--- src/bus_phase_pkg.sv ---
package bus_phase_pkg;

  // ----------------------------------------------------------------
  // Phase timing in bus clocks after the request strobe
  // ----------------------------------------------------------------
  localparam int unsigned ERROR_PHASE_DELAY = 3;
  localparam int unsigned SNOOP_PHASE_DELAY = 4;
  localparam int unsigned SNOOP_SPACING = 3;
  localparam int unsigned STALL_RESAMPLE = 2;
  localparam int unsigned RETRY_LIMIT = 1;
  localparam int unsigned QUEUE_DEPTH = 8;
  localparam int unsigned QPTR_W = 3;
  localparam logic [2:0] DLY_RESET = 3'h0;

  // ----------------------------------------------------------------
  // Address parity coverage and address space codes
  // ----------------------------------------------------------------
  localparam int unsigned UPPER_HI = 35;
  localparam int unsigned UPPER_LO = 24;
  localparam int unsigned LOWER_HI = 23;
  localparam int unsigned LOWER_LO = 3;
  localparam logic [1:0] ASZ_32BIT = 2'h0;
  localparam logic [1:0] ASZ_36BIT = 2'h1;

  // ----------------------------------------------------------------
  // Response status codes, logical (asserted = 1)
  // ----------------------------------------------------------------
  typedef enum logic [2:0] {
    RESP_IDLE = 3'h0,
    RESP_RETRY = 3'h1,
    RESP_DEFERRED = 3'h2,
    RESP_RESERVED = 3'h3,
    RESP_HARD_FAIL = 3'h4,
    RESP_NO_DATA = 3'h5,
    RESP_IMPLICIT_WB = 3'h6,
    RESP_NORMAL = 3'h7
  } resp_e;

  // Request as observed on the bus; all fields are logical levels.
  typedef struct packed {
    logic request_strobe;
    logic [35:3] address;
    logic [4:0] req_type;
    logic [1:0] address_space_size;
    logic [1:0] address_parity_bits;
    logic request_parity;
    logic is_memory;
    logic is_write;
    logic has_data;
    logic own_request;
    logic addressed_to_us;
  } bus_req_s;

  // Local snoop answer from the cache.
  typedef struct packed {
    logic ready;
    logic hit;
    logic modified;
    logic defer;
  } snoop_ans_s;

  // Snoop wires as sampled from the bus (wired-OR of all agents).
  typedef struct packed {
    logic shared_hit;
    logic snoop_dirty_flag;
    logic postpone;
  } snoop_bus_s;

  typedef struct packed {
    logic is_write;
    logic has_data;
    logic ours;
    logic dirty;
    logic postponed;
  } ioq_entry_s;

  localparam int unsigned RESP_CODE_W = 3;
endpackage

--- src/parity_checker.sv ---
`timescale 1ns/1ps
`default_nettype none

// Checks request and address parity of one request. Inputs are logical
// levels; an asserted low-true pin is electrically low, so an even count
// of low levels equals an even count of asserted bits.
module parity_checker (
  input wire logic [35:3] address_i,
  input wire logic [4:0] req_type_i,
  input wire logic request_strobe_i,
  input wire logic [1:0] address_parity_bits_i,
  input wire logic request_parity_i,
  output logic upper_error_o,
  output logic lower_error_o,
  output logic request_error_o
);
  always_comb begin
    upper_error_o = ^{address_i[bus_phase_pkg::UPPER_HI:bus_phase_pkg::UPPER_LO],
                      address_parity_bits_i[1]};
    lower_error_o = ^{address_i[bus_phase_pkg::LOWER_HI:bus_phase_pkg::LOWER_LO],
                      address_parity_bits_i[0]};
    request_error_o = ^{req_type_i, request_strobe_i, request_parity_i};
  end
endmodule

`default_nettype wire

--- src/bus_phase_agent.sv ---
// Summary of operation
// Error phase one clock, three after strobe.
// Drivers all disabled: ignore parity errors.
// Check parity, assert error in error phase.
// No upper error outside own address range.
// Observation enabled: sampled error cancels request.
// Retry cancelled request once, then hard error.
// Cancelled transaction leaves queue, snoops ignored.
// Cancellation resets rotating arbitration identifier.
// Snoop four after strobe, three after previous. Code: no snoop in the clock after an error phase if one snooped entry waits.
// Caching agents drive hit flags on memory requests.
// Keep line: shared hit, dirty deasserted.
// Shared hit limits requester to Shared.
// Modified holder asserts dirty flag, writes back.
// Memory agent takes writeback on dirty flag. Code: accepts it only on writes; a read with dirty flag gets no accept.
// Both hits means stall; resample two later.
// Postpone needs deferred, retry or hard error.
// Dirty flag overrides postpone for response.
// Response after own snoop, previous response, data.
// Every agent keeps in-order queue; target responds.
// Write accept once, twice with writeback.
// Three-bit status, back to idle after sampling.
// Response parity valid always, even low count.
// Upper parity 35..24, lower 23..3.
// Request parity covers type lines and strobe.
// Driver and observation enables captured at configuration.
`timescale 1ns/1ps
`default_nettype none

module bus_phase_agent (
  input wire logic sys_clk_i,
  input wire logic rst_i,
  input wire logic clk_en_i,
  input wire logic config_latch_i,
  input wire logic cfg_error_drive_i,
  input wire logic cfg_error_observe_i,
  input wire logic cfg_wide_address_i,
  input wire bus_phase_pkg::bus_req_s req_i,
  input wire logic address_parity_error_i,
  input wire bus_phase_pkg::snoop_ans_s snoop_ans_i,
  input wire bus_phase_pkg::snoop_bus_s snoop_bus_i,
  input wire logic data_done_i,
  input wire logic write_data_taken_i,
  input wire logic resp_ready_i,
  input wire logic [2:0] resp_code_i,
  output logic address_parity_error_o,
  output logic [1:0] snoop_drive_o,
  output logic postpone_o,
  output logic snoop_valid_o,
  output logic share_limit_o,
  output logic writeback_due_o,
  output logic target_write_accept_o,
  output logic [2:0] response_status_code_o,
  output logic response_status_parity_o,
  output logic resp_issued_o,
  output logic retry_request_o,
  output logic hard_error_o,
  output logic arb_id_reset_o
);
  // ----------------------------------------------------------------
  // State
  // ----------------------------------------------------------------
  typedef enum logic [1:0] {RSP_WAIT, RSP_ACCEPT, RSP_ACCEPT_WB, RSP_DRIVE} rsp_e;

  typedef struct packed {
    logic drive_en;
    logic observe_en;
    logic [2:0] err_dly;
    logic err_pending;
    logic err_own;
    logic err_cancel;
    logic retried;
    logic [2:0] snoop_gap;
    logic snooping;
    logic [1:0] stall_cnt;
    logic [bus_phase_pkg::QPTR_W-1:0] rd_ptr;
    logic [bus_phase_pkg::QPTR_W-1:0] wr_ptr;
    logic [bus_phase_pkg::QPTR_W-1:0] snp_ptr;
    logic [bus_phase_pkg::QPTR_W:0] count;
    logic [bus_phase_pkg::QPTR_W:0] snooped;
    bus_phase_pkg::ioq_entry_s [bus_phase_pkg::QUEUE_DEPTH-1:0] ioq;
    logic [bus_phase_pkg::QUEUE_DEPTH-1:0][3:0] age;
    rsp_e rsp;
    logic [2:0] code;
    logic err_out;
    logic [1:0] hits;
    logic postpone;
    logic snoop_valid;
    logic share_limit;
    logic wb_due;
    logic accept;
    logic issued;
    logic retry_req;
    logic hard_err;
    logic arb_reset;
  } state_s;

  state_s st;
  state_s next_st;
  logic up_err;
  logic lo_err;
  logic rq_err;
  logic [2:0] strobe_hist;
  logic [2:0] next_strobe_hist;

  function automatic logic [bus_phase_pkg::QPTR_W-1:0] inc_ptr(
    input logic [bus_phase_pkg::QPTR_W-1:0] p);
    inc_ptr = p + 1'b1;
  endfunction

  parity_checker u_parity (
    .address_i(req_i.address),
    .req_type_i(req_i.req_type),
    .request_strobe_i(req_i.request_strobe),
    .address_parity_bits_i(req_i.address_parity_bits),
    .request_parity_i(req_i.request_parity),
    .upper_error_o(up_err),
    .lower_error_o(lo_err),
    .request_error_o(rq_err)
  );

  // ----------------------------------------------------------------
  // Next-state logic
  // ----------------------------------------------------------------
  always_comb begin
    logic upper_in_range;
    logic err_found;
    logic cancel;
    logic stall;
    logic snoop_now;
    bus_phase_pkg::ioq_entry_s head;
    upper_in_range = 1'b0;
    err_found = 1'b0;
    cancel = 1'b0;
    stall = 1'b0;
    snoop_now = 1'b0;
    head = st.ioq[st.rd_ptr];
    next_st = st;
    next_strobe_hist = {strobe_hist[1:0], req_i.request_strobe};
    next_st.err_out = 1'b0;
    next_st.issued = 1'b0;
    next_st.retry_req = 1'b0;
    next_st.hard_err = 1'b0;
    next_st.arb_reset = 1'b0;
    next_st.snoop_valid = 1'b0;
    next_st.accept = 1'b0;

    if (config_latch_i) begin
      next_st.drive_en = cfg_error_drive_i;
      next_st.observe_en = cfg_error_observe_i;
    end

    // Ages advance first so that a new strobe below always restarts its own slot.
    for (int i = 0; i < bus_phase_pkg::QUEUE_DEPTH; i++) begin
      if (st.age[i] != 4'hF) begin
        next_st.age[i] = st.age[i] + 4'h1;
      end
    end

    // Parity check in the strobe clock; result waits for the error phase.
    if (req_i.request_strobe) begin
      upper_in_range = !req_i.is_memory ||
                       req_i.address_space_size == bus_phase_pkg::ASZ_32BIT ||
                       (cfg_wide_address_i &&
                        req_i.address_space_size == bus_phase_pkg::ASZ_36BIT);
      err_found = rq_err || lo_err || (up_err && upper_in_range);
      next_st.err_pending = err_found && st.drive_en;
      next_st.err_own = req_i.own_request;
      next_st.err_dly = 3'h1;
      next_st.ioq[st.wr_ptr] = '{req_i.is_write, req_i.has_data,
                                 req_i.addressed_to_us, 1'b0, 1'b0};
      next_st.age[st.wr_ptr] = 4'h1;
      next_st.wr_ptr = inc_ptr(st.wr_ptr);
      next_st.count = st.count + 1'b1;
    end else if (st.err_dly != bus_phase_pkg::DLY_RESET) begin
      next_st.err_dly = st.err_dly + 3'h1;
    end
    if (st.err_dly == 3'(bus_phase_pkg::ERROR_PHASE_DELAY - 1)) begin
      next_st.err_out = st.err_pending;
      next_st.err_dly = bus_phase_pkg::DLY_RESET;
    end

    // Error phase sample: cancel the newest queue entry.
    if (strobe_hist[2] && st.observe_en && address_parity_error_i) begin
      cancel = 1'b1;
      next_st.wr_ptr = st.wr_ptr - 1'b1;
      next_st.count = next_st.count - 1'b1;
      next_st.arb_reset = 1'b1;
      if (st.err_own) begin
        next_st.retry_req = !st.retried;
        next_st.hard_err = st.retried;
        next_st.retried = !st.retried;
      end
    end else if (strobe_hist[2] && st.err_own) begin
      next_st.retried = 1'b0;
    end

    // Snoop phase: four after strobe and three after previous result, but never in the clock after an error phase while one snooped entry is queued.
    if (st.snoop_gap != 3'h0) begin
      next_st.snoop_gap = st.snoop_gap - 3'h1;
    end
    stall = snoop_bus_i.shared_hit && snoop_bus_i.snoop_dirty_flag;
    if (st.snooping) begin
      if (st.stall_cnt != 2'h0) begin
        next_st.stall_cnt = st.stall_cnt - 2'h1;
      end else if (stall) begin
        next_st.stall_cnt = 2'(bus_phase_pkg::STALL_RESAMPLE - 1);
      end else begin
        next_st.snooping = 1'b0;
        next_st.hits = 2'h0;
        next_st.postpone = 1'b0;
        next_st.snoop_valid = 1'b1;
        next_st.share_limit = snoop_bus_i.shared_hit;
        next_st.ioq[st.snp_ptr].dirty = snoop_bus_i.snoop_dirty_flag;
        next_st.ioq[st.snp_ptr].postponed = snoop_bus_i.postpone;
        next_st.wb_due = snoop_ans_i.modified;
        next_st.snp_ptr = inc_ptr(st.snp_ptr);
        next_st.snooped = st.snooped + 1'b1;
        next_st.snoop_gap = 3'(bus_phase_pkg::SNOOP_SPACING - 2);
      end
    end
    snoop_now = !st.snooping && st.snoop_gap == 3'h0 && st.snooped < st.count &&
                st.age[st.snp_ptr] >= 4'(bus_phase_pkg::SNOOP_PHASE_DELAY - 1) &&
                !(strobe_hist[2] && st.snp_ptr == inc_ptr(st.rd_ptr));
    if (snoop_now && !cancel) begin
      next_st.snooping = 1'b1;
      next_st.stall_cnt = 2'h0;
      next_st.hits[1] = snoop_ans_i.ready ? snoop_ans_i.hit && !snoop_ans_i.modified
                                          : 1'b1;
      next_st.hits[0] = snoop_ans_i.ready ? snoop_ans_i.modified : 1'b1;
      next_st.postpone = snoop_ans_i.ready && snoop_ans_i.defer;
    end else if (st.snooping && !snoop_ans_i.ready) begin
      next_st.hits = 2'h3;
    end else if (st.snooping && st.stall_cnt == 2'h0 && stall) begin
      next_st.hits = {snoop_ans_i.hit && !snoop_ans_i.modified, snoop_ans_i.modified};
      next_st.postpone = snoop_ans_i.defer;
    end

    // Response phase for the head entry when we are its target.
    unique case (st.rsp)
      RSP_WAIT: begin
        // The head retires one clock after the issue pulse; wait so it is not answered twice.
        if (!st.issued && st.snooped != '0 && head.ours && resp_ready_i &&
            (!head.has_data || data_done_i)) begin
          if (head.is_write) begin
            next_st.rsp = head.dirty ? RSP_ACCEPT_WB : RSP_ACCEPT;
            next_st.accept = 1'b1;
          end else begin
            next_st.rsp = RSP_DRIVE;
          end
        end
      end
      RSP_ACCEPT_WB: begin
        if (write_data_taken_i) begin
          next_st.rsp = RSP_ACCEPT;
          next_st.accept = 1'b1;
        end
      end
      RSP_ACCEPT: begin
        if (write_data_taken_i) begin
          next_st.rsp = RSP_DRIVE;
        end
      end
      RSP_DRIVE: begin
        if (st.code == bus_phase_pkg::RESP_IDLE) begin
          if (head.dirty) begin
            next_st.code = bus_phase_pkg::RESP_IMPLICIT_WB;
          end else if (head.postponed) begin
            next_st.code = (resp_code_i == bus_phase_pkg::RESP_RETRY ||
                            resp_code_i == bus_phase_pkg::RESP_HARD_FAIL)
                           ? resp_code_i : bus_phase_pkg::RESP_DEFERRED;
          end else begin
            next_st.code = resp_code_i;
          end
        end else begin
          next_st.code = bus_phase_pkg::RESP_IDLE;
          next_st.issued = 1'b1;
          next_st.rsp = RSP_WAIT;
        end
      end
    endcase

    // Retire the head after our issue pulse, or, for entries we do not answer, once data_done_i is seen.
    if (st.issued || (st.rsp == RSP_WAIT && st.snooped != '0 && !head.ours &&
                      data_done_i)) begin
      next_st.rd_ptr = inc_ptr(st.rd_ptr);
      next_st.count = next_st.count - 1'b1;
      next_st.snooped = next_st.snooped - 1'b1;
      next_st.wb_due = 1'b0;
    end
  end

  // ----------------------------------------------------------------
  // Registers
  // ----------------------------------------------------------------
  always_ff @(posedge sys_clk_i) begin
    if (rst_i) begin
      st <= '0;
      st.rsp <= RSP_WAIT;
      strobe_hist <= 3'h0;
    end else if (clk_en_i) begin
      st <= next_st;
      strobe_hist <= next_strobe_hist;
    end
  end

  // Parity is computed on the driven levels so it stays valid on idle clocks.
  always_comb begin
    address_parity_error_o = st.err_out;
    snoop_drive_o = st.hits;
    postpone_o = st.postpone;
    snoop_valid_o = st.snoop_valid;
    share_limit_o = st.share_limit;
    writeback_due_o = st.wb_due;
    target_write_accept_o = st.accept;
    response_status_code_o = st.code;
    response_status_parity_o = ^st.code;
    resp_issued_o = st.issued;
    retry_request_o = st.retry_req;
    hard_error_o = st.hard_err;
    arb_id_reset_o = st.arb_reset;
  end
endmodule

`default_nettype wire

--- config.mk ---
export PLATFORM = sky130hd
export DESIGN_NAME = bus_phase_agent
export DESIGN_NICKNAME = d
export VERILOG_FILES = /design/src/bus_phase_pkg.sv /design/src/parity_checker.sv /design/src/bus_phase_agent.sv
export SDC_FILE = /design/constraint.sdc
export NUM_CORES = 1
export LEC_CHECK = 0
export BUFFER_PORTS_ARGS = -buffer_cell sky130_fd_sc_hd__buf_2
export CAP_MARGIN = 5
export CORE_ASPECT_RATIO = 1.5
export CORE_MARGIN = 10
export CORE_UTILIZATION = 30
export CTS_BUF_LIST = sky130_fd_sc_hd__clkbuf_4
export CTS_CLUSTER_SIZE = 20
export DETAILED_ROUTE_END_ITERATION = 16
export PLACE_DENSITY = 0.45
export SYNTH_ARGS = -nofsm -noshare
export SYNTH_HDL_FRONTEND = slang
export SYNTH_HIERARCHICAL = 1
export SYNTH_SLANG_ARGS = --single-unit
--- constraint.sdc ---
create_clock -name sys_clk_i -period 3.34 [get_ports sys_clk_i]
set_input_delay 0.334 -clock sys_clk_i [delete_from_list [all_inputs] [get_ports sys_clk_i]]
set_output_delay 0.334 -clock sys_clk_i [all_outputs]
set_load 0.03 [all_outputs]
==> report_table.html, run 1 <==
<table>
<tr><th>Metric</th><th>Value</th></tr>
<tr><th colspan="2">Status</th></tr>
<tr><td>Status</td><td>complete, no violations</td></tr>
<tr><th colspan="2">Cells and area</th></tr>
<tr><td>Final cell count without fillers</td><td>1265</td></tr>
<tr><td>Fraction of final layout cells sized beyond drive strength 1</td><td>16.7%</td></tr>
<tr><td>Final Net Count</td><td>~1000</td></tr>
<tr><td>Total area of multi-input combinational cells</td><td>0.00449 sq mm</td></tr>
<tr><td>Area added between synthesis and finish</td><td>13.3%</td></tr>
<tr><td>Util after Layout</td><td>34.7%</td></tr>
<tr><td>Post-route cell area</td><td>0.00827 sq mm</td></tr>
<tr><td>Area used by sequential logic in the layout</td><td>0.00246 sq mm</td></tr>
<tr><td>Fill cell instance count of the final layout</td><td>approximately 2600</td></tr>
<tr><th colspan="2">STA</th></tr>
<tr><td>Fraction of the cycle the final worst path needs</td><td>78.8%</td></tr>
<tr><td>Setup-failing EPs final</td><td>0</td></tr>
<tr><td>Worst path setup slack after routing</td><td>around 0.71 ns</td></tr>
<tr><td>Unrepaired setup endpoints after global routing</td><td>no</td></tr>
<tr><td>Endpoints failing hold</td><td>0</td></tr>
<tr><td>Post-route setup TNS</td><td>0 ns</td></tr>
<tr><td>Crit path time final</td><td>2.63 ns</td></tr>
<tr><td>Final slew viol count</td><td>0</td></tr>
<tr><td>Worst-Margin Slew</td><td>between 0.9 and 1 ns</td></tr>
<tr><td>Relative slew slack</td><td>38.3%</td></tr>
<tr><td>Post-Route Hold Slack</td><td>0.0458 ns</td></tr>
<tr><td>Timing-limited maximum frequency</td><td>380 MHz</td></tr>
<tr><td>Fin Clk Skew</td><td>between 0.01 and 0.015 ns</td></tr>
<tr><th colspan="2">Synth</th></tr>
<tr><td>Synth Area in Compound Gates</td><td>between 10% and 20%</td></tr>
<tr><td>Number of register bits inferred by synthesis</td><td>123</td></tr>
<tr><td>Share of synthesized area occupied by flip-flops and latches</td><td>33.7%</td></tr>
<tr><td>Count of mapped cells out of synthesis</td><td>867</td></tr>
<tr><td>Share of the synthesized netlist area taken by xor and xnor gates</td><td>8.42%</td></tr>
<tr><td>Post-synthesis share of cell area spent on and, or, nand and nor gates</td><td>20.8%</td></tr>
<tr><td>Avg Inst Size Synth</td><td>8.42 sq um</td></tr>
<tr><td>Number of warnings printed during yosys synthesis</td><td>6</td></tr>
<tr><td>Main combinational cell family by area after synthesis</td><td>simple AND/OR/NAND/NOR gates</td></tr>
<tr><td>Post-synth EDFFs</td><td>0</td></tr>
<tr><td>Multiplexer share of the synthesized area</td><td>10.1%</td></tr>
<tr><td>Area share of the leading cell type in the synthesized netlist</td><td>33.7%</td></tr>
<tr><td>Library cells used by synthesis</td><td>between 70 and 80</td></tr>
<tr><td>Synthesized netlist net count</td><td>967</td></tr>
<tr><td>Main flop type after synthesis</td><td>dfxtp_1</td></tr>
<tr><td>Leading cell types by total area after synthesis</td><td>dfxtp_1 34%, mux2i_1 5.8%, xnor2_1 5.5%</td></tr>
<tr><td>Netlist area before placement</td><td>0.00730 sq mm</td></tr>
<tr><td>Top cell type by total area after synthesis</td><td>dfxtp_1</td></tr>
<tr><td>Fraction of registers with async set/reset</td><td>0%</td></tr>
<tr><td>Post-Synth Adder-Cell Area</td><td>5.25%</td></tr>
<tr><th colspan="2">Clock tree</th></tr>
<tr><td>Number of sinks driven by the clock tree</td><td>123</td></tr>
<tr><td>Number of resized instances in the post-cts repair step</td><td>0</td></tr>
<tr><td>Root Buffer Master</td><td>clkbuf_4</td></tr>
<tr><td>Number of buffers added by the clock tree synthesis step</td><td>17</td></tr>
<tr><td>CTS H-tree lvls</td><td>4</td></tr>
<tr><td>Clk buf depth</td><td>2</td></tr>
<tr><td>Clock Pin Slew Worst Setup and Hold Paths</td><td>0.12 ns</td></tr>
<tr><td>Hold-fix buffers at CTS</td><td>2</td></tr>
<tr><td>Worst-skew pair later-pin latency</td><td>0.56 ns</td></tr>
<tr><td>Clock tree from TritonCTS</td><td>yes</td></tr>
<tr><td>Setup Buffers After CTS</td><td>0</td></tr>
<tr><th colspan="2">Critical path</th></tr>
<tr><td>Kind of end point of the critical path</td><td>register</td></tr>
<tr><td>Top fanout value on the critical path</td><td>9</td></tr>
<tr><td>CP startpoint kind</td><td>register</td></tr>
<tr><td>CP arrival</td><td>3.10 ns</td></tr>
<tr><td>Depth of the worst register-to-register path</td><td>9</td></tr>
<tr><td>Type of the worst setup path</td><td>reg2reg</td></tr>
<tr><td>Worst EP required</td><td>around 3.8 ns</td></tr>
<tr><th colspan="2">Hold path</th></tr>
<tr><td>Worst Hold Class</td><td>in2reg</td></tr>
<tr><td>Worst Hold Depth</td><td>3</td></tr>
<tr><th colspan="2">Floorplanning</th></tr>
<tr><td>Overall die height</td><td>~210 um</td></tr>
<tr><td>Number of top-level pins</td><td>86</td></tr>
<tr><td>Die outline width</td><td>roughly 150 um</td></tr>
<tr><td>Effective utilization at floorplan</td><td>30.6%</td></tr>
<tr><td>Die area</td><td>0.0311 sq mm</td></tr>
<tr><td>Core area</td><td>about 0.024 sq mm</td></tr>
<tr><td>Core Rows</td><td>69</td></tr>
<tr><th colspan="2">Global routing</th></tr>
<tr><td>Global-route wire length before repair</td><td>36000 um</td></tr>
<tr><td>GRT overflow</td><td>0</td></tr>
<tr><td>Maximum number of pins on one net before global-route repair</td><td>52</td></tr>
<tr><td>Via count of the first global-routing pass</td><td>6578</td></tr>
<tr><td>Total GRT Usage</td><td>14.4%</td></tr>
<tr><td>Initial antenna violation count</td><td>1</td></tr>
<tr><th colspan="2">Power</th></tr>
<tr><td>Highest ir drop seen on vdd</td><td>191 uV</td></tr>
<tr><td>Overall Power</td><td>3.31 mW</td></tr>
<tr><td>Int Pwr</td><td>about 2.3 mW</td></tr>
<tr><td>Net switching power</td><td>1.05 mW</td></tr>
<tr><td>Part of the total power dissipated in sequential elements</td><td>slightly below 50%</td></tr>
<tr><td>Fraction of power spent switching nets</td><td>between 30% and 40%</td></tr>
<tr><td>Pwr per Cell Area</td><td>400 mW/mm^2</td></tr>
<tr><td>Clock group share of total power</td><td>31.8%</td></tr>
<tr><td>Leakage</td><td>3.18 nW</td></tr>
<tr><td>Power share of the combinational group</td><td>20.1%</td></tr>
<tr><th colspan="2">Run</th></tr>
<tr><td>Maximum capacitance violations</td><td>0</td></tr>
<tr><th colspan="2">Routing</th></tr>
<tr><td>Number of iterations in the first detailed-routing pass</td><td>5</td></tr>
<tr><td>DR vias/cell</td><td>5.10</td></tr>
<tr><td>Number of DRC violations after detailed routing</td><td>0</td></tr>
<tr><td>Routed vias</td><td>6447</td></tr>
<tr><td>Remaining antenna violation count after routing</td><td>0</td></tr>
<tr><td>Post-Route WL</td><td>22000 um</td></tr>
<tr><td>Violation count after the first detailed-routing iteration</td><td>341</td></tr>
<tr><td>Avg WL per Cell</td><td>17.4 um</td></tr>
<tr><th colspan="2">Place</th></tr>
<tr><td>Post-DP HPWL</td><td>16400 um</td></tr>
<tr><td>Setup slack at placement</td><td>approximately 0.73 ns</td></tr>
<tr><td>Count of buffers from port buffering</td><td>85</td></tr>
<tr><td>Post-Place Cell Area</td><td>0.00798 sq mm</td></tr>
<tr><td>Placer's final routability congestion estimate</td><td>~0.8</td></tr>
<tr><td>Inst Count DP</td><td>1231</td></tr>
</table>
## cells by family (layout without fill, tap and decap cells)
group / Yosys count / after routing
flip-flops: 123 / 123
multiplexers: 62 / 62
other: 0 / 1
buffers and inverters: 79 / 157
adder cells (fa/ha/maj): 30 / 30
XOR/XNOR: 67 / 67
AND/OR/NAND/NOR: 317 / 317
AO/OA/AOI/OAI: 189 / 189
## path summary, 6_finish.rpt
check,from,slack (ns),endpoint
min reg2reg,st[115],0.46,st[115]
min,req_i[1],0.05,st[114]
max reg2reg,st[108],0.71,st[91]
max,st[108],0.71,st[91]
## cell usage after synthesis (all sizes together), types with 5 or more instances
library cell / number
mux2i: 42
xor2: 19
nand3b: 5
a22oi: 7
nand4: 10
o22ai: 5
nor2b: 8
xnor2: 46
nand2b: 9
o21ai: 31
clkbuf: 29
nand2: 93
nor4: 8
o211ai: 11
mux4: 8
inv: 24
nor2: 91
nand3: 47
a41oi: 5
a211oi: 20
dfxtp: 123
a21oi: 69
nor3: 17
mux2: 12
buf: 26
and3: 16
a31oi: 6
ha: 29
## per-layer routing
layer	share of wire [%]	track usage, %	vias up
met5	0	0	-
met4	2.3	5.45	0
met3	4.7	3.77	31
li1	-	-	3234
met1	42	16.0	3027
met2	51	25.8	155
## power groups by stage
stage / logic (mW) / clock network, mW / registers (mW)
CTS: 0.674 / 1.10 / 1.59
global placement: 0.668 / 0 / 1.63
global route: 0.749 / 1.15 / 1.60
detailed placement: 0.668 / 0 / 1.63
finish: 0.664 / 1.05 / 1.59
floorplan: 0.501 / 0 / 1.60
## area by class of cell
type,instances,area share [%]
clock buffers,18,1.63
well taps,319,4.83
flip-flops and latches,123,29.8
inverters,24,1.09
multi-input cells,665,54.3
diodes,1,0.0303
clock inverters,13,1.54
repair buffers,102,6.78
## cells in the final DEF (no fill, tap or decap), drive strengths merged, types with 6 or more instances in the layout
master,synthesis,routed
mux2,12,12
xor2,19,19
a31oi,6,6
a21oi,69,69
o211ai,11,11
nand4,10,10
nand3,47,47
nand2b,9,9
buf,26,100
o21ai,31,31
clkinv,0,7
nor4,8,8
xnor2,46,46
nor2b,8,8
clkbuf,29,18
mux4,8,8
nor3,17,17
a22oi,7,7
ha,29,29
a211oi,20,20
inv,24,25
mux2i,42,42
nand2,93,93
and3,16,16
dfxtp,123,123
nor2,91,91
## worst max-delay path: stages, from the launching register on
cell      delay, ns
dfxtp_1        0.46
or3b_1         0.49
a21oi_4        0.31
nor2_1         0.08
a21oi_1        0.16
ha_1           0.18
a21boi_1       0.20
a32oi_1        0.07
o221a_1        0.28
mux2_4         0.29
No activity file was read; power rests on OpenSTA's default activity.
==> inputs of run 2 (changes only) <==
Settings changed: PLACE_DENSITY 0.45 to 0.46.
Clock period 3.34 ns to 2.2 ns, I/O delays scaled along.
==> report_table.html, run 2 (synthesized netlist as in run 1, its figures left out) <==
<table>
<tr><th>Metric</th><th>Value</th></tr>
<tr><th colspan="2">Cells and area</th></tr>
<tr><td>Fill cell instance count of the final layout</td><td>2523 (-4.5%)</td></tr>
<tr><td>Fraction of final layout cells sized beyond drive strength 1</td><td>24.3% (+7.6 points)</td></tr>
<tr><td>Final Net Count</td><td>1103 (+6.8%)</td></tr>
<tr><td>Post-route cell area</td><td>0.00902 sq mm (+9.1%)</td></tr>
<tr><td>Leading cell type in the layout, fill and taps excluded</td><td>dfxtp_1</td></tr>
<tr><td>Area added between synthesis and finish</td><td>23.6%</td></tr>
<tr><td>Final cell count without fillers</td><td>1335 (+5.5%)</td></tr>
<tr><td>Most frequent cells in the layout</td><td>113 x dfxtp_1, 91 x nand2_1, 90 x nor2_1</td></tr>
<tr><th colspan="2">Global routing</th></tr>
<tr><td>Maximum number of pins on one net before global-route repair</td><td>79 (+52%)</td></tr>
<tr><td>Initial antenna violation count</td><td>1 (unchanged)</td></tr>
<tr><td>Global-route wire length before repair</td><td>36100 um (+0.27%)</td></tr>
<tr><td>Total GRT Usage</td><td>14.4% (-0.036 points)</td></tr>
<tr><td>Via count of the first global-routing pass</td><td>6755 (+2.7%)</td></tr>
<tr><td>GRT overflow</td><td>0 (unchanged)</td></tr>
<tr><th colspan="2">Routing</th></tr>
<tr><td>Number of iterations in the first detailed-routing pass</td><td>5 (unchanged)</td></tr>
<tr><td>Remaining antenna violation count after routing</td><td>0 (unchanged)</td></tr>
<tr><td>DR vias/cell</td><td>5.04 (-1.2%)</td></tr>
<tr><td>Avg WL per Cell</td><td>16.8 um (-3.3%)</td></tr>
<tr><td>Post-Route WL</td><td>22500 um (+2.0%)</td></tr>
<tr><td>Violation count after the first detailed-routing iteration</td><td>369 (+8.2%)</td></tr>
<tr><td>Routed vias</td><td>6723 (+4.3%)</td></tr>
<tr><td>Number of DRC violations after detailed routing</td><td>0 (unchanged)</td></tr>
<tr><th colspan="2">Critical path</th></tr>
<tr><td>Reg-to-reg setup timing slack</td><td>-0.05 ns (-0.75 ns)</td></tr>
<tr><td>Capturing point of the worst reg2reg path</td><td>st[91]</td></tr>
<tr><td>Kind of end point of the critical path</td><td>register</td></tr>
<tr><td>Worst EP required</td><td>2.67 ns (-1.14 ns)</td></tr>
<tr><td>Depth of the worst register-to-register path</td><td>9 (unchanged)</td></tr>
<tr><td>Type of the worst setup path</td><td>reg2reg</td></tr>
<tr><td>CP arrival</td><td>2.72 ns (-0.38 ns)</td></tr>
<tr><td>CP startpoint kind</td><td>register</td></tr>
<tr><td>Crit path launch</td><td>st[106]</td></tr>
<tr><td>RR Startpoint</td><td>st[106]</td></tr>
<tr><td>Top fanout value on the critical path</td><td>4 (-5)</td></tr>
<tr><td>End of the critical path</td><td>st[91]</td></tr>
<tr><th colspan="2">Hold path</th></tr>
<tr><td>Worst Hold Class</td><td>in2reg</td></tr>
<tr><td>Worst Hold Depth</td><td>2 (-1)</td></tr>
<tr><th colspan="2">Status</th></tr>
<tr><td>Status</td><td>finished, violations left</td></tr>
<tr><td>Violations in the final reports</td><td>negative setup slack</td></tr>
<tr><th colspan="2">Floorplanning</th></tr>
<tr><td>Effective utilization at floorplan</td><td>30.6% (unchanged)</td></tr>
<tr><td>Die area</td><td>0.0311 sq mm (unchanged)</td></tr>
<tr><td>Number of top-level pins</td><td>86 (unchanged)</td></tr>
<tr><td>Core Rows</td><td>69 (unchanged)</td></tr>
<tr><td>Overall die height</td><td>211 um (unchanged)</td></tr>
<tr><td>Core area</td><td>0.0238 sq mm (unchanged)</td></tr>
<tr><td>Die outline width</td><td>147 um (unchanged)</td></tr>
<tr><th colspan="2">STA</th></tr>
<tr><td>Fraction of the cycle the final worst path needs</td><td>102% (+23 points)</td></tr>
<tr><td>Endpoints failing hold</td><td>0 (unchanged)</td></tr>
<tr><td>Worst path setup slack after routing</td><td>-0.0467 ns (-0.754 ns)</td></tr>
<tr><td>Worst-Margin Slew</td><td>0.446 ns (-0.476 ns)</td></tr>
<tr><td>Unrepaired setup endpoints after global routing</td><td>yes</td></tr>
<tr><td>Timing-limited maximum frequency</td><td>445 MHz (+17%)</td></tr>
<tr><td>Fin Clk Skew</td><td>0.0205 ns (+0.00675 ns)</td></tr>
<tr><td>Final slew viol count</td><td>0 (unchanged)</td></tr>
<tr><td>Crit path time final</td><td>2.25 ns (-0.386 ns)</td></tr>
<tr><td>Relative slew slack</td><td>70.2% (+32 points)</td></tr>
<tr><td>Post-route setup TNS</td><td>-0.0467 ns (-0.0467 ns)</td></tr>
<tr><td>Setup-failing EPs final</td><td>1 (+1)</td></tr>
<tr><th colspan="2">Power</th></tr>
<tr><td>Highest ir drop seen on vdd</td><td>337 uV (+77%)</td></tr>
<tr><td>Leakage</td><td>3.58 nW (+13%)</td></tr>
<tr><td>Pwr per Cell Area</td><td>596 mW/mm^2 (+49%)</td></tr>
<tr><td>Overall Power</td><td>5.38 mW (+62%)</td></tr>
<tr><th colspan="2">Clock tree</th></tr>
<tr><td>Clock Pin Slew Worst Setup and Hold Paths</td><td>0.12 ns (about the same)</td></tr>
<tr><td>Clk buf depth</td><td>2 (unchanged)</td></tr>
<tr><td>Worst-skew pair later-pin latency</td><td>0.57 ns (about the same)</td></tr>
<tr><td>CTS H-tree lvls</td><td>4 (unchanged)</td></tr>
<tr><td>Root Buffer Master</td><td>clkbuf_4</td></tr>
<tr><td>Clock tree from TritonCTS</td><td>yes</td></tr>
<tr><td>Number of sinks driven by the clock tree</td><td>123 (unchanged)</td></tr>
<tr><td>Number of buffers added by the clock tree synthesis step</td><td>17 (unchanged)</td></tr>
<tr><th colspan="2">Place</th></tr>
<tr><td>Placer's final routability congestion estimate</td><td>0.831 (+3.8%)</td></tr>
<tr><td>Count of buffers from port buffering</td><td>85 (unchanged)</td></tr>
<tr><td>Inst Count DP</td><td>1284 (+4.3%)</td></tr>
<tr><td>Post-Place Cell Area</td><td>0.00844 sq mm (+5.7%)</td></tr>
<tr><td>Setup slack at placement</td><td>-0.171 ns (-0.902 ns)</td></tr>
<tr><td>Post-DP HPWL</td><td>16700 um (+1.8%)</td></tr>
<tr><th colspan="2">Run</th></tr>
<tr><td>Maximum capacitance violations</td><td>0 (unchanged)</td></tr>
</table>
-- run 2: metrics by stage --
step | util (%) | hold slack, ns
after floorplan | - | 0.368
after global placement | 35.4 | 0.440
after detailed placement | 35.4 | 0.448
after CTS | 37.4 | 0.0103
after global routing | 37.9 | 0.0353
final | 37.9 | 0.0553
-- run 2: power by group --
part / total (mW) / leakage, nW / internal, mW / switching (mW)
Sequential: 2.40 / 1.00 / 2.32 / 0.0802
Clock: 1.83 / 0.163 / 0.898 / 0.929
Combinational: 1.16 / 2.41 / 0.553 / 0.602
-- run 2: what timing repair did --
| action | 4_1_cts | 5_1_grt |
|---|---|---|
| setup buffers | 2 | 3 |
| endpoints found under the hold margin | 37 | 0 |
| pin swaps | 1 | 11 |
| endpoints found under the setup margin | 3 | 12 |
| hold buffers | 14 | 0 |
| resized for setup | 3 | 29 |
| cloned | 0 | 0 |
-- run 2: worst min-delay path by stage --
stage              startpoint                        end  slack (ns)
2_1_floorplan  snoop_ans_i[1]            writeback_due_o        0.37
3_3_place_gp          st[119]                    st[119]        0.44
3_5_place_dp          st[119]                    st[119]        0.45
4_1_cts        resp_code_i[2]  response_status_code_o[2]        0.01
5_1_grt                 rst_i  response_status_code_o[1]        0.04
6_report                rst_i             strobe_hist[1]        0.06
-- run 2: worst max-delay path, cell delays in order, from the launching register on --
cell	delay (ns)
dfxtp_2	0.34
or3b_4	0.41
a21oi_4	0.18
buf_6	0.13
xnor2_2	0.09
ha_2	0.19
a21boi_2	0.17
a32oi_1	0.07
o221a_1	0.29
mux2_4	0.29
-- run 2: cell type report --
type / count / area (sq um) / area share [%]
diodes: 1 / 2.50 / 0.0277
clock buffers: 18 / 135 / 1.50
clock inverters: 13 / 175 / 1.94
inverters: 24 / 90.1 / 0.998
multi-input cells: 665 / 4570 / 50.7
flip-flops and latches: 123 / 2480 / 27.5
well taps: 319 / 399 / 4.42
repair buffers: 172 / 1170 / 13.0
-- run 2: layer usage --
layer  up-vias  GRT usage, %  wire length, um
met4         0          5.69              458
met3        22          3.00              761
met5         -             0                0
met2       133          25.4            11500
met1      3191          16.6             9730
li1       3377             -                -
==> inputs of run 3 (changes only) <==
==> constraint.sdc (replaced) <==
create_clock -name sys_clk_i -period 2.2 [get_ports sys_clk_i]
set_input_delay 0.44 -clock sys_clk_i [delete_from_list [all_inputs] [get_ports sys_clk_i]]
set_output_delay 0.44 -clock sys_clk_i [all_outputs]
set_load 0.03 [all_outputs]
==> report_table.html, run 3 (synthesized netlist as in run 1, its figures left out) <==
<table>
<tr><th>Metric</th><th>Value</th></tr>
<tr><th colspan="2">STA</th></tr>
<tr><td>Fin Clk Skew</td><td>0.0192 ns (-0.00129 ns)</td></tr>
<tr><td>Final slew viol count</td><td>0 (unchanged)</td></tr>
<tr><td>Crit path time final</td><td>2.23 ns (-0.0192 ns)</td></tr>
<tr><td>Endpoints failing hold</td><td>0 (unchanged)</td></tr>
<tr><td>Unrepaired setup endpoints after global routing</td><td>yes</td></tr>
<tr><td>Worst path setup slack after routing</td><td>-0.0275 ns (+0.0192 ns)</td></tr>
<tr><td>Timing-limited maximum frequency</td><td>449 MHz (+0.86%)</td></tr>
<tr><td>Relative slew slack</td><td>49.7% (-21 points)</td></tr>
<tr><td>Post-route setup TNS</td><td>-0.0275 ns (+0.0192 ns)</td></tr>
<tr><td>Setup-failing EPs final</td><td>1 (unchanged)</td></tr>
<tr><td>Fraction of the cycle the final worst path needs</td><td>101% (-0.87 points)</td></tr>
<tr><td>Worst-Margin Slew</td><td>0.749 ns (+0.304 ns)</td></tr>
<tr><th colspan="2">Place</th></tr>
<tr><td>Inst Count DP</td><td>1295 (+0.86%)</td></tr>
<tr><td>Post-DP HPWL</td><td>16900 um (+0.68%)</td></tr>
<tr><td>Post-Place Cell Area</td><td>0.00852 sq mm (+0.98%)</td></tr>
<tr><td>Count of buffers from port buffering</td><td>85 (unchanged)</td></tr>
<tr><td>Setup slack at placement</td><td>-0.127 ns (+0.0437 ns)</td></tr>
<tr><td>Placer's final routability congestion estimate</td><td>0.822 (-1.1%)</td></tr>
<tr><th colspan="2">Power</th></tr>
<tr><td>Highest ir drop seen on vdd</td><td>255 uV (-24%)</td></tr>
<tr><td>Leakage</td><td>3.52 nW (-1.7%)</td></tr>
<tr><td>Pwr per Cell Area</td><td>563 mW/mm^2 (-5.6%)</td></tr>
<tr><th colspan="2">Critical path</th></tr>
<tr><td>End of the critical path</td><td>st[91]</td></tr>
<tr><td>RR Startpoint</td><td>st[107]</td></tr>
<tr><td>Type of the worst setup path</td><td>reg2reg</td></tr>
<tr><td>CP arrival</td><td>2.70 ns (-0.02 ns)</td></tr>
<tr><td>Reg-to-reg setup timing slack</td><td>-0.03 ns (+0.02 ns)</td></tr>
<tr><td>Crit path launch</td><td>st[107]</td></tr>
<tr><td>Top fanout value on the critical path</td><td>4 (unchanged)</td></tr>
<tr><td>CP startpoint kind</td><td>register</td></tr>
<tr><td>Kind of end point of the critical path</td><td>register</td></tr>
<tr><td>Capturing point of the worst reg2reg path</td><td>st[91]</td></tr>
<tr><td>Depth of the worst register-to-register path</td><td>9 (unchanged)</td></tr>
<tr><td>Worst EP required</td><td>2.68 ns (about the same)</td></tr>
<tr><th colspan="2">Clock tree</th></tr>
<tr><td>Number of buffers added by the clock tree synthesis step</td><td>17 (unchanged)</td></tr>
<tr><td>CTS H-tree lvls</td><td>4 (unchanged)</td></tr>
<tr><td>Clock Pin Slew Worst Setup and Hold Paths</td><td>0.12 ns (about the same)</td></tr>
<tr><td>Clock tree from TritonCTS</td><td>yes</td></tr>
<tr><td>Root Buffer Master</td><td>clkbuf_4</td></tr>
<tr><td>Worst-skew pair later-pin latency</td><td>0.58 ns (about the same)</td></tr>
<tr><td>Clk buf depth</td><td>2 (unchanged)</td></tr>
<tr><td>Number of sinks driven by the clock tree</td><td>123 (unchanged)</td></tr>
<tr><th colspan="2">Cells and area</th></tr>
<tr><td>Final Net Count</td><td>1099 (-0.36%)</td></tr>
<tr><td>Final cell count without fillers</td><td>1332 (-0.22%)</td></tr>
<tr><td>Area added between synthesis and finish</td><td>21.2%</td></tr>
<tr><td>Util after Layout</td><td>37.1% (-0.75 points)</td></tr>
<tr><td>Leading cell type in the layout, fill and taps excluded</td><td>dfxtp_1</td></tr>
<tr><td>Most frequent cells in the layout</td><td>112 x dfxtp_1, 92 x nand2_1, 88 x nor2_1</td></tr>
<tr><td>Post-route cell area</td><td>0.00885 sq mm (-2.0%)</td></tr>
<tr><td>Fraction of final layout cells sized beyond drive strength 1</td><td>25.0% (+0.67 points)</td></tr>
<tr><th colspan="2">Hold path</th></tr>
<tr><td>Worst Hold Depth</td><td>3 (+1)</td></tr>
<tr><td>Worst Hold Class</td><td>in2reg</td></tr>
<tr><th colspan="2">Floorplanning</th></tr>
<tr><td>Die outline width</td><td>147 um (unchanged)</td></tr>
<tr><td>Effective utilization at floorplan</td><td>30.6% (unchanged)</td></tr>
<tr><td>Overall die height</td><td>211 um (unchanged)</td></tr>
<tr><td>Core Rows</td><td>69 (unchanged)</td></tr>
<tr><td>Core area</td><td>0.0238 sq mm (unchanged)</td></tr>
<tr><td>Number of top-level pins</td><td>86 (unchanged)</td></tr>
<tr><td>Die area</td><td>0.0311 sq mm (unchanged)</td></tr>
<tr><th colspan="2">Routing</th></tr>
<tr><td>Violation count after the first detailed-routing iteration</td><td>341 (-7.6%)</td></tr>
<tr><td>Number of iterations in the first detailed-routing pass</td><td>4 (-1)</td></tr>
<tr><td>DR vias/cell</td><td>5.05 (+0.28%)</td></tr>
<tr><td>Routed vias</td><td>6727 (+0.059%)</td></tr>
<tr><td>Number of DRC violations after detailed routing</td><td>0 (unchanged)</td></tr>
<tr><td>Post-Route WL</td><td>22300 um (-0.69%)</td></tr>
<tr><td>Remaining antenna violation count after routing</td><td>0 (unchanged)</td></tr>
<tr><td>Avg WL per Cell</td><td>16.7 um (-0.47%)</td></tr>
<tr><th colspan="2">Run</th></tr>
<tr><td>Maximum capacitance violations</td><td>0 (unchanged)</td></tr>
<tr><th colspan="2">Global routing</th></tr>
<tr><td>Maximum number of pins on one net before global-route repair</td><td>79 (unchanged)</td></tr>
<tr><td>Total GRT Usage</td><td>14.4% (about the same)</td></tr>
<tr><td>GRT overflow</td><td>0 (unchanged)</td></tr>
<tr><td>Global-route wire length before repair</td><td>35900 um (-0.53%)</td></tr>
<tr><td>Via count of the first global-routing pass</td><td>6857 (+1.5%)</td></tr>
<tr><td>Initial antenna violation count</td><td>1 (unchanged)</td></tr>
<tr><th colspan="2">Status</th></tr>
<tr><td>Violations in the final reports</td><td>negative setup slack</td></tr>
<tr><td>Status</td><td>finished, violations left</td></tr>
</table>
-- run 3: cell types whose count changed in the layout (fill, tap and decap cells not counted), moves of 3 or more --
cell           before  now
bufinv_16           4    0
buf_4              69   80
clkinvlp_4          2    5
dlygate4sd3_1      14    0
-- run 3: cell type report --
cell class	count	area (sq um)
inverter	24	90.1
fill	2589	15000
sequential	123	2480
tap	319	399
multi-input combinational	665	4550
timing repair buffer	168	1100
antenna	1	2.50
clock inverter	15	100
clock buffer	17	128
-- run 3: worst min-delay path by stage --
stage          endpoint         startpoint  slack (ns)
3_5_place_dp    st[119]            st[119]        0.45
4_1_cts         st[114]           req_i[1]        0.08
6_report        st[114]           req_i[1]        0.13
5_1_grt         st[120]  cfg_error_drive_i        0.12
3_3_place_gp    st[119]            st[119]        0.44
2_1_floorplan   st[119]            st[119]        0.43
-- run 3: per-layer routing --
metal / track usage [%] / wire length, um
met5: 0 / 0
met4: 6.10 / 514
met3: 2.96 / 676
met2: 25.8 / 11500
met1: 16.1 / 9570
-- run 3: what timing repair did --
| item | in CTS | in global routing |
|---|---|---|
| gates resized for setup | 4 | 23 |
| pin swaps | 2 | 4 |
| setup buffers | 2 | 2 |
| hold buffers | 0 | 0 |
| setup endpoints to repair | 2 | 16 |
-- run 3: critical path: stages, from the launching register on --
cell	delay (ns)
dfxtp_2	0.34
or3b_4	0.41
a21oi_4	0.18
buf_4	0.14
a21oi_2	0.05
ha_2	0.19
a21boi_4	0.14
a32oi_1	0.16
o221a_1	0.23
mux2_4	0.29
-- run 3: power breakdown --
part	switching [mW]	internal (mW)	leakage (nW)
Clock	0.973	0.437	0.115
Combinational	0.612	0.560	2.40
Sequential	0.0800	2.32	1.00
-- run 3: per-stage QoR --
step | hold slack [ns] | power (mW)
after floorplan | 0.432 | 3.19
after global placement | 0.441 | 3.60
after detailed placement | 0.451 | 3.60
after CTS | 0.0763 | 5.04
after global routing | 0.117 | 5.28
final | 0.125 | 4.98
